$ cat src/msd_map.vh
// address map, field limits, state codes and defaults for the decoder
`ifndef MSD_MAP_VH
`define MSD_MAP_VH

// ==========================================================
// address space
`define MSD_ADDR_W 24
`define MSD_PAGE_TOP 24'h010000
`define MSD_PAGE_TOP_INT 65536
`define MSD_SFR_BASE 8'h80

// ==========================================================
// build-time defaults
`define MSD_ROM_SIZE_DEF 65536
`define MSD_RAM_SIZE_DEF 0
`define MSD_SYNC_PROG_DEF 1
`define MSD_WS_W 3

// ==========================================================
// access sequencer states
`define MSD_ST_IDLE 3'h0
`define MSD_ST_INT 3'h1
`define MSD_ST_INT2 3'h2
`define MSD_ST_EXT 3'h3

`endif

$ cat src/msd_decoder.v
// memory space decoder: program, external data, internal data and sfr
`timescale 1ns/10ps

// How it works
// - program addresses below the rom size select the internal program rom
// - program addresses from 64 kB minus ram size to FFFFh select program ram
// - all other program addresses up to 16 MB go to external program memory
// - rom and ram sizes are build parameters from zero to 64 kB
// - a build parameter picks synchronous or asynchronous program memory timing
// - 256 bytes of internal data memory as single-port synchronous ram
// - external data reaches 16 MB; extension register gives the top byte
// - direct addresses 80h-FFh not held by core sfrs go to user sfrs
// - while a slow memory holds the access, the core is told to hold
// - external program and external data cycles stretch by programmable wait states
`include "msd_map.vh"

module msd_decoder #(
  parameter ROM_SIZE = `MSD_ROM_SIZE_DEF,
  parameter RAM_SIZE = `MSD_RAM_SIZE_DEF,
  parameter SYNC_PROG = `MSD_SYNC_PROG_DEF,
  parameter WS_W = `MSD_WS_W
) (
  // clock and reset
  input wire clk,
  input wire resetn,
  // program access from the core
  input wire prg_req,
  input wire prg_wr,
  input wire [23:0] prg_addr,
  input wire [7:0] prg_wdata,
  // external data access from the core
  input wire xd_req,
  input wire xd_wr,
  input wire [15:0] xd_ptr,
  input wire [7:0] xd_wdata,
  input wire dpx_load,
  input wire [7:0] dpx_wdata,
  // wait-state settings from the core
  input wire [WS_W-1:0] prg_wait_states,
  input wire [WS_W-1:0] xd_wait_states,
  // answer to the core
  output wire core_hold,
  output reg acc_done,
  output reg [7:0] acc_rdata,
  output reg [7:0] data_pointer_extension,
  // internal program memory
  output reg [15:0] prg_mem_addr,
  output reg [7:0] prg_mem_wdata,
  output reg prg_rom_sel,
  output reg prg_ram_sel,
  output reg prg_ram_wr,
  input wire [7:0] prg_rom_data,
  input wire [7:0] prg_ram_data,
  // external memories
  output reg [23:0] ext_addr,
  output reg [7:0] ext_wdata,
  output reg ext_data_oe_n,
  input wire [7:0] ext_rdata,
  output reg ext_prg_rd,
  output reg ext_prg_wr,
  output reg ext_ram_rd,
  output reg ext_ram_wr,
  input wire ext_ready,
  // direct and indirect internal data access
  input wire dir_req,
  input wire dir_wr,
  input wire dir_indirect,
  input wire [7:0] dir_addr,
  input wire [7:0] dir_wdata,
  input wire core_sfr_hit,
  output reg dir_valid,
  output reg [7:0] dir_rdata,
  // internal data memory
  output reg [7:0] int_ram_addr,
  output reg [7:0] int_ram_wdata,
  output reg int_ram_oe,
  output reg int_ram_we,
  input wire [7:0] int_ram_rdata,
  // user special registers
  output reg [6:0] user_special_registers_addr,
  output reg [7:0] user_special_registers_wdata,
  output reg user_special_registers_oe,
  output reg user_special_registers_we,
  input wire [7:0] user_special_registers_rdata
);

  // region limits as 24-bit addresses, worked out at build time
  localparam integer RAM_BASE_I = `MSD_PAGE_TOP_INT - RAM_SIZE;
  localparam [23:0] ROM_LIM = ROM_SIZE[23:0];
  localparam [23:0] RAM_BASE = RAM_BASE_I[23:0];

  reg [2:0] state;
  reg is_prg;
  reg is_wr;
  reg rd_rom;
  reg rdy_meta;
  reg rdy_sync;
  reg tmr_start;
  reg [WS_W-1:0] tmr_count;
  reg dir_pend;
  reg dir_from_sfr;
  reg dir_pend2;
  reg dir_sfr2;
  wire tmr_done;
  wire hit_rom;
  wire hit_ram;

  // ==========================================================
  // program address decode
  assign hit_rom = prg_addr < ROM_LIM;
  assign hit_ram = (prg_addr < `MSD_PAGE_TOP) & (prg_addr >= RAM_BASE);

  // the core stalls for the whole access, internal or external
  assign core_hold = (state != `MSD_ST_IDLE);

  // ==========================================================
  // ready comes from an off-chip pin, so it is synchronised first
  always @(posedge clk)
  begin
    if (!resetn)
    begin
      rdy_meta <= 1'b0;
      rdy_sync <= 1'b0;
    end
    else
    begin
      rdy_meta <= ext_ready;
      rdy_sync <= rdy_meta;
    end
  end

  msd_wait_timer #(
    .WS_W(WS_W)
  ) u_wait (
    .clk(clk),
    .resetn(resetn),
    .start(tmr_start),
    .count(tmr_count),
    .ready_s(rdy_sync),
    .done(tmr_done)
  );

  // ==========================================================
  // extension register: upper address byte of external data
  always @(posedge clk)
  begin
    if (!resetn)
      data_pointer_extension <= 8'h00;
    else if (dpx_load)
      data_pointer_extension <= dpx_wdata;
  end

  // ==========================================================
  // access sequencer for program and external data; a request is
  // taken only in idle, program wins when both arrive together
  always @(posedge clk)
  begin
    if (!resetn)
    begin
      state <= `MSD_ST_IDLE;
      is_prg <= 1'b0;
      is_wr <= 1'b0;
      rd_rom <= 1'b0;
      acc_done <= 1'b0;
      acc_rdata <= 8'h00;
      prg_mem_addr <= 16'h0000;
      prg_mem_wdata <= 8'h00;
      prg_rom_sel <= 1'b0;
      prg_ram_sel <= 1'b0;
      prg_ram_wr <= 1'b0;
      ext_addr <= 24'h000000;
      ext_wdata <= 8'h00;
      ext_data_oe_n <= 1'b1;
      ext_prg_rd <= 1'b0;
      ext_prg_wr <= 1'b0;
      ext_ram_rd <= 1'b0;
      ext_ram_wr <= 1'b0;
      tmr_start <= 1'b0;
      tmr_count <= {WS_W{1'b0}};
    end
    else
    begin
      acc_done <= 1'b0;
      tmr_start <= 1'b0;
      prg_ram_wr <= 1'b0;
      case (state)
        `MSD_ST_IDLE:
        begin
          is_prg <= prg_req;
          if (prg_req)
            is_wr <= prg_wr;
          else
            is_wr <= xd_wr;
          if (prg_req && (hit_rom || hit_ram))
          begin
            // internal region: no external strobe is raised
            prg_mem_addr <= prg_addr[15:0];
            prg_mem_wdata <= prg_wdata;
            rd_rom <= hit_rom;
            prg_rom_sel <= hit_rom;
            prg_ram_sel <= ~hit_rom;
            prg_ram_wr <= prg_wr & ~hit_rom;
            state <= `MSD_ST_INT;
          end
          else if (prg_req)
          begin
            ext_addr <= prg_addr;
            ext_wdata <= prg_wdata;
            ext_data_oe_n <= ~prg_wr;
            ext_prg_rd <= ~prg_wr;
            ext_prg_wr <= prg_wr;
            tmr_count <= prg_wait_states;
            tmr_start <= 1'b1;
            state <= `MSD_ST_EXT;
          end
          else if (xd_req)
          begin
            ext_addr <= {data_pointer_extension, xd_ptr};
            ext_wdata <= xd_wdata;
            ext_data_oe_n <= ~xd_wr;
            ext_ram_rd <= ~xd_wr;
            ext_ram_wr <= xd_wr;
            tmr_count <= xd_wait_states;
            tmr_start <= 1'b1;
            state <= `MSD_ST_EXT;
          end
        end
        `MSD_ST_INT:
        begin
          // synchronous memory returns data one clock after the address
          if (SYNC_PROG != 0)
            state <= `MSD_ST_INT2;
          else
          begin
            acc_rdata <= rd_rom ? prg_rom_data : prg_ram_data;
            acc_done <= 1'b1;
            prg_rom_sel <= 1'b0;
            prg_ram_sel <= 1'b0;
            state <= `MSD_ST_IDLE;
          end
        end
        `MSD_ST_INT2:
        begin
          acc_rdata <= rd_rom ? prg_rom_data : prg_ram_data;
          acc_done <= 1'b1;
          prg_rom_sel <= 1'b0;
          prg_ram_sel <= 1'b0;
          state <= `MSD_ST_IDLE;
        end
        `MSD_ST_EXT:
        begin
          // the strobe stands until wait states and ready are both met
          if (tmr_done && !tmr_start)
          begin
            if (!is_wr)
              acc_rdata <= ext_rdata;
            acc_done <= 1'b1;
            ext_data_oe_n <= 1'b1;
            ext_prg_rd <= 1'b0;
            ext_prg_wr <= 1'b0;
            ext_ram_rd <= 1'b0;
            ext_ram_wr <= 1'b0;
            state <= `MSD_ST_IDLE;
          end
        end
        default:
          state <= `MSD_ST_IDLE;
      endcase
    end
  end

  // ==========================================================
  // direct/indirect data space: indirect and low direct hit the ram,
  // high direct hits a user register unless the core owns that address
  always @(posedge clk)
  begin
    if (!resetn)
    begin
      int_ram_addr <= 8'h00;
      int_ram_wdata <= 8'h00;
      int_ram_oe <= 1'b0;
      int_ram_we <= 1'b0;
      user_special_registers_addr <= 7'h00;
      user_special_registers_wdata <= 8'h00;
      user_special_registers_oe <= 1'b0;
      user_special_registers_we <= 1'b0;
      dir_pend <= 1'b0;
      dir_from_sfr <= 1'b0;
      dir_pend2 <= 1'b0;
      dir_sfr2 <= 1'b0;
      dir_valid <= 1'b0;
      dir_rdata <= 8'h00;
    end
    else
    begin
      int_ram_oe <= 1'b0;
      int_ram_we <= 1'b0;
      user_special_registers_oe <= 1'b0;
      user_special_registers_we <= 1'b0;
      dir_pend <= 1'b0;
      dir_valid <= 1'b0;
      dir_pend2 <= dir_pend;
      dir_sfr2 <= dir_from_sfr;
      if (dir_req && (dir_indirect || dir_addr < `MSD_SFR_BASE))
      begin
        int_ram_addr <= dir_addr;
        int_ram_wdata <= dir_wdata;
        int_ram_oe <= ~dir_wr;
        int_ram_we <= dir_wr;
        dir_pend <= ~dir_wr;
        dir_from_sfr <= 1'b0;
      end
      else if (dir_req && !core_sfr_hit)
      begin
        user_special_registers_addr <= dir_addr[6:0];
        user_special_registers_wdata <= dir_wdata;
        user_special_registers_oe <= ~dir_wr;
        user_special_registers_we <= dir_wr;
        dir_pend <= ~dir_wr;
        dir_from_sfr <= 1'b1;
      end
      // memory latches the enable one edge later, so data is taken
      // on the edge after that; a second stage keeps the source
      if (dir_pend2)
      begin
        dir_valid <= 1'b1;
        dir_rdata <= dir_sfr2 ? user_special_registers_rdata :
                     int_ram_rdata;
      end
    end
  end

endmodule // msd_decoder

$ cat src/msd_wait_timer.v
// wait-state counter that stretches one external access
`timescale 1ns/10ps

module msd_wait_timer #(
  parameter WS_W = 3
) (
  // clock and reset
  input wire clk,
  input wire resetn,
  // control
  input wire start,
  input wire [WS_W-1:0] count,
  input wire ready_s,
  // result
  output wire done
);

  reg busy;
  reg [WS_W-1:0] remain;

  // ==========================================================
  // countdown, then wait on the memory's ready
  always @(posedge clk)
  begin
    if (!resetn)
    begin
      busy <= 1'b0;
      remain <= {WS_W{1'b0}};
    end
    else if (start)
    begin
      busy <= 1'b1;
      remain <= count;
    end
    else if (busy)
    begin
      if (remain != {WS_W{1'b0}})
        remain <= remain - {{(WS_W-1){1'b0}}, 1'b1};
      else if (ready_s)
        busy <= 1'b0;
    end
  end

  // low ready extends the access after the programmed states run out
  assign done = busy & (remain == {WS_W{1'b0}}) & ready_s;

endmodule // msd_wait_timer

$ cat config.mk
export PLATFORM = sky130hd
export DESIGN_NAME = msd_decoder
export DESIGN_NICKNAME = d
export VERILOG_FILES = /design/src/msd_decoder.v /design/src/msd_wait_timer.v
export VERILOG_INCLUDE_DIRS = /design/src
export SDC_FILE = /design/constraint.sdc
export NUM_CORES = 1
export LEC_CHECK = 0
export BUFFER_PORTS_ARGS = -buffer_cell sky130_fd_sc_hd__buf_4
export CAP_MARGIN = 5
export CORE_MARGIN = 2
export CORE_UTILIZATION = 29
export DETAILED_ROUTE_END_ITERATION = 16
export GPL_ROUTABILITY_DRIVEN = 0
export SKIP_LAST_GASP = 1
export SLEW_MARGIN = 20
export SYNTH_ARGS = -nofsm -noshare
export SYNTH_HDL_FRONTEND = slang
export SYNTH_SLANG_ARGS = --single-unit
$ cat constraint.sdc
create_clock -name clk -period 1.5 [get_ports clk]
set_input_delay 0.15 -clock clk [delete_from_list [all_inputs] [get_ports clk]]
set_output_delay 0.15 -clock clk [all_outputs]
set_load 0.02 [all_outputs]
## After elaboration in Yosys (flattened, before gate mapping)

Index checks and enable logic that the tools add are counted.

| operators by class | value |
|---|---|
| $add $sub $neg | 1 |
| order comparisons | 3 |
| equal/unequal tests | 12 |
| mux-type cells | 54 |
| bitwise operators | 13 |
| reduce and logical (&&, ||, !) cells | 33 |

Operators with widths:

| cell | count |
|---|---|
| two-way mux 24 bit | 2 |
| two-way mux 8 bit | 6 |
| two-way mux 1 bit | 27 |
| two-way mux 3 bit | 9 |
| greater-or-equal comparator 24 x 17 -> 1 bit (second input constant) | 1 |
| < comparator 24 x 17 -> 1 bit (second input constant) | 1 |
| case mux 1 bit (2 select lines) | 8 |
| case mux 8 bit (2 select lines) | 1 |
| inequality test 2 bit (second input constant) | 7 |
| AND reduction 2 bit | 6 |
| nonzero test 2 bit | 6 |
| NOT 1 bit | 9 |
| case mux 3 bit (3 select lines) | 1 |
| AND reduction 3 bit | 3 |
| < comparator 8 bit (second input constant) | 1 |
| AND reduction 4 bit | 2 |
| equality test 3 x 2 -> 1 bit (second input constant) | 2 |
| logical NOT 3 bit | 2 |
| nonzero test 3 bit | 2 |
| OR reduction 3 bit | 2 |
| AND reduction 5 bit | 1 |
| AND 1 bit | 4 |
| logical AND 1 bit | 4 |
| inequality test 4 bit (second input constant) | 1 |
| other kinds (6) | 8 |

| storage, ports and cells | value |
|---|---|
| register bits | 144 |
| input bits | 138 |
| output and inout bits | 126 |
| word-level logic and storage cells | 154 |

## Longest topological paths before layout

| depth | value |
|---|---|
| word-level depth | 6 |
| mapped depth | 7 |

## Cells and area by module

From an unflattened synthesis, not the netlist that was laid out.

| unflattened totals | value |
|---|---|
| cells, all modules | 602 |
| area, all modules | 5,855.6 um^2 |

By module, submodules not included:

| module | instances | cells an instance | area each (um^2) | seq. area each (um^2) |
|---|---|---|---|---|
| msd_decoder | 1 | 573 | 5,609.1 | 2,782.7 |
| msd_wait_timer | 1 | 29 | 246.5 | 80.1 |

## Least setup slack after synthesis

OpenSTA, ideal clock, no wires.

| timing | value |
|---|---|
| path kind | reg-to-reg |
| start | register u_wait.remain[0] |
| end | register acc_rdata[0] |
| setup time | 0.118 ns |
| arrival time | 1.440 ns |
| path slack | -0.058 ns |
| stages on the path, launching flop included | 8 |
| buffers on the path | 1 |
| period minus slack after synthesis | 1.558 ns |
| path through | dfxtp_1 > inv_1 > ha_1 > nand3b_1 > o31ai_4 > and2_1 > buf_2 > o21ai_1 |

| between the ends | value |
|---|---|
| cells in the longest elaborated chain, start to end | 6 |

Ends and longest elaborated chain:

| what | line | source |
|---|---|---|
| start: declaration | msd_wait_timer.v:19 | `reg [WS_W-1:0] remain;` |
| start signal: assignment | msd_wait_timer.v:28 | `remain <= {WS_W{1'b0}};` |
| start signal: assignment | msd_wait_timer.v:33 | `remain <= count;` |
| start signal: assignment | msd_wait_timer.v:38 | `remain <= remain - {{(WS_W-1){1'b0}}, 1'b1};` |
| logical NOT 3 bit | msd_wait_timer.v:45 | `assign done = busy & (remain == {WS_W{1'b0}}) & ready_s;` |
| AND 1 bit (2 in a row) | msd_wait_timer.v:45 |  |
| logical AND 1 bit | msd_decoder.v:253 | `if (tmr_done && !tmr_start)` |
| inequality test 2 bit (no line) | -- |  |
| AND reduction 3 bit (no line) | -- |  |
| end signal: assignment | msd_decoder.v:235 | `acc_rdata <= rd_rom ? prg_rom_data : prg_ram_data;` |
| end signal: assignment | msd_decoder.v:244 | `acc_rdata <= rd_rom ? prg_rom_data : prg_ram_data;` |
| end signal: assignment | msd_decoder.v:256 | `acc_rdata <= ext_rdata;` |
| end: declaration | msd_decoder.v:44 | `output reg [7:0] acc_rdata,` |

No other way between the ends.
A chain may end at the register's enable or synchronous reset.

## Worst setup path in the final report

| timing | value |
|---|---|
| start | register u_wait.remain[1] |
| end | register acc_rdata[3] |

The elaborated chain is that of the path after synthesis.

==> results.tsv <==
stage	metric	value	unit
run_status	violations	negative setup slack	
routing	drt-initial-drc-count	154	
job	cap_violations	0	
global_routing	antenna_found_initial	0	
placed_design	dp_hpwl	13400	um
hold_path	hp-class	in2reg	
synth	synth_nets	732	
timing	fmax	662	MHz
setup_path	end_kind	flip-flop	
routing	drc	0	
synth	syn_area_per_cell	10.1	sq um
global_routing	grt_max_degree	80	
final_layout	synthToLayoutAreaGrowth	61.4	%
routing	wl_per_cell	15.8	um
placed_design	io_buffers	263	
synth	synth.ff_latch_count	143	
setup_path	rr_startpoint	u_wait.remain[1]	
clock_network	cts_buffers	17	
timing	tns	-0.0324	ns
routing	finalWirelength	19000	um
floorplan	num_io_pins	264	
floorplan	rows	52	
placed_design	place_inst	1117	
synth	yosysSeqAreaShare	48.0	%
timing	worst_slack	-0.0106	ns
routing	drt_first_pass_iters	4	
final_layout	antenna-diode-count	0	
global_routing	gr-total-overflow	0	
final_layout	final_cell_mix	buf_4, dfxtp_1, mux2i_1, dlygate4sd3_1, nor2_1	
setup_path	timing.critical_path.to	acc_rdata[3]	
timing	tightest_slew	0.541	ns
synth	synth_flop_cell	dfxtp_1	
routing	vias	5571	
timing	slew_headroom	63.9	%
final_layout	multi_input_area	2900	sq um
setup_path	r2r_setup_slack	-0.01	ns
synth	async_flop_share	0	%
setup_path	startpoint	u_wait.remain[1]	
setup_path	worstSetupPathType	reg2reg	
clock_network	cts_tree	done	
final_layout	layout_commonest_cell	buf_4	
timing	hold_ws	0.0230	ns
floorplan	die_area	21700	sq um
routing	routed_via_density	4.63	
final_layout	drive_gt1_share	43.6	%
synth	synth_cell_types	46	
final_layout	stdcell_count	1203	
timing	fin_crit_sh	101	%
placed_design	placed_cell_area	8440	sq um
floorplan	die_y	147	um
final_layout	final_nets	1060	
clock_network	h-tree-depth	4	
floorplan	initial_utilization	29.5	%
clock_network	cts-root-buf	clkbuf_16	
setup_path	cp.arrival	1.81	ns
run_status	status	finished with violations	
power	totalPowerFinal	10.9	mW
power	powerDensity	1130	nW/um^2
setup_path	r2r-end	acc_rdata[3]	
synth	synthCells	592	
setup_path	r2r_cells	7	
synth	yosys_warnings	0	
clock_network	insertion_delay	0.42	ns
timing	period_needed	1.51	ns
timing	finalClockSkew	0.0122	ns
final_layout	fill_cells	1942	
floorplan	core_area	20200	sq um
timing	hold_viol	0	
global_routing	grt_pass1_vias	5459	
final_layout	utilization	47.6	%
setup_path	worstSetupStartpointType	flip-flop	
clock_network	clock-sinks	143	
setup_path	crit_required	1.80	ns
synth	syn_area	5970	sq um
global_routing	grt_use_total	16.7	%
timing	final_max_slew_viol_count	0	
floorplan	die_width	147	um
placed_design	pre_cts_ws	-0.0853	ns
power	ir_drop	775	uV
setup_path	crit_fanout	8	
timing	rsz0062_at_grt	yes	
power	p_leak	4.33	nW
clock_network	clk_path_buf_depth	2	
routing	drtAntennaViolNets	0	
final_layout	stdcell_area	9630	sq um
final_layout	seq_area	2870	sq um
clock_network	cts.clk_slew.worst_paths	0.07	ns
global_routing	grt_pass1_wl	28800	um
synth	synth_edf_count	0	
timing	setup_viol	5	
-- cells in the mapped netlist, types with 2 or more instances --
master	number	area [sq um]
nor2_1	50	188
a311oi_1	2	17.5
nor3_1	4	20.0
inv_1	5	18.8
inv_2	2	7.51
buf_2	13	65.1
o21ai_1	9	45.0
a21oi_1	49	245
a21oi_2	13	114
a211oi_2	30	375
a31oi_1	3	18.8
nor2_4	2	22.5
nand3_1	12	60.1
mux2i_1	83	831
nand4_1	8	50.1
clkbuf_1	26	97.6
nand2b_1	7	43.8
a211oi_1	14	105
and3_1	4	25.0
nor3b_1	2	15.0
dfxtp_1	143	2860
a22o_1	16	140
o21ai_0	11	55.1
nor2b_1	3	18.8
and2_1	8	50.1
nand2_1	44	165
buf_6	7	78.8
ha_1	2	25.0
nand3b_1	3	22.5
-- per-layer routing --
layer | share of wire [%] | up-vias | wire (um) | track usage [%]
met1 | 45 | 2576 | 8570 | 21.1
met2 | 46 | 212 | 8800 | 27.5
met5 | 0 | - | 0 | 0
met3 | 7.2 | 15 | 1360 | 4.91
met4 | 1.1 | 0 | 215 | 4.90
li1 | - | 2768 | - | -
-- flip-flops by register name (all words and copies together), names as in the netlist, 2 cells and up --
signal	flops
ext_addr	24
user_special_registers_wdata	8
u_wait.remain	3
prg_mem_wdata	8
prg_mem_addr	16
ext_wdata	8
acc_rdata	8
state	2
int_ram_wdata	8
dir_rdata	8
int_ram_addr	8
data_pointer_extension	8
tmr_count	3
user_special_registers_addr	7
-- how the worst min path moves through the flow --
stage                       start         end  slack, ns  depth (start not counted)
final                     dir_req  int_ram_oe       0.02                          3
after global routing      dir_req  int_ram_oe       0.05                          3
after CTS                 dir_req  int_ram_oe      0.005                          3
after detailed placement   dir_wr    dir_pend       0.35                          2
after global placement     dir_wr    dir_pend       0.35                          2
after floorplan            dir_wr    dir_pend       0.22                          1
-- layout make-up --
class / count / area share [%]
well taps: 270 / 3.51
inverters: 7 / 0.299
flip-flops and latches: 143 / 29.8
clock inverters: 15 / 1.48
multi-input cells: 394 / 30.1
repair buffers: 357 / 30.5
clock buffers: 17 / 4.42
-- cell families (layout without fill, tap and decap cells) --
| group | Yosys count | in the layout | share of synthesized area (%) |
|---|---|---|---|
| buffers and inverters | 55 | 396 | 4.68 |
| muxes | 84 | 84 | 14.1 |
| DFF | 143 | 143 | 48.0 |
| adders and majority gates | 2 | 2 | 0.419 |
| xor gates and xnor gates | 1 | 1 | 0.147 |
| other | 1 | 1 | 0.0629 |
| and+or+nand+nor | 153 | 153 | 12.8 |
| AOI/OAI and AO/OA | 153 | 153 | 19.8 |
-- worst max-delay path, stage by stage, from the launching register on --
cell	delay [ns]
dfxtp_2	0.32
inv_2	0.08
ha_4	0.14
nand3b_1	0.15
buf_6	0.16
o31ai_4	0.23
and2_4	0.24
o21ai_1	0.08
-- power breakdown --
part           switching (mW)  internal, mW
clock                    1.89          2.21
sequential              0.186          4.08
combinational            1.26          1.23
total                    3.34          7.52
-- repair_timing --
| action | in CTS | in global routing |
|---|---|---|
| hold buffers | 51 | 0 |
| pin swaps | 2 | 6 |
| gates cloned | 0 | 1 |
| setup endpoints to repair | 12 | 80 |
| endpoints found under the hold margin | 70 | 0 |
| resized for setup | 3 | 17 |
| setup buffers | 1 | 1 |
No activity file was read; power rests on OpenSTA's default activity.
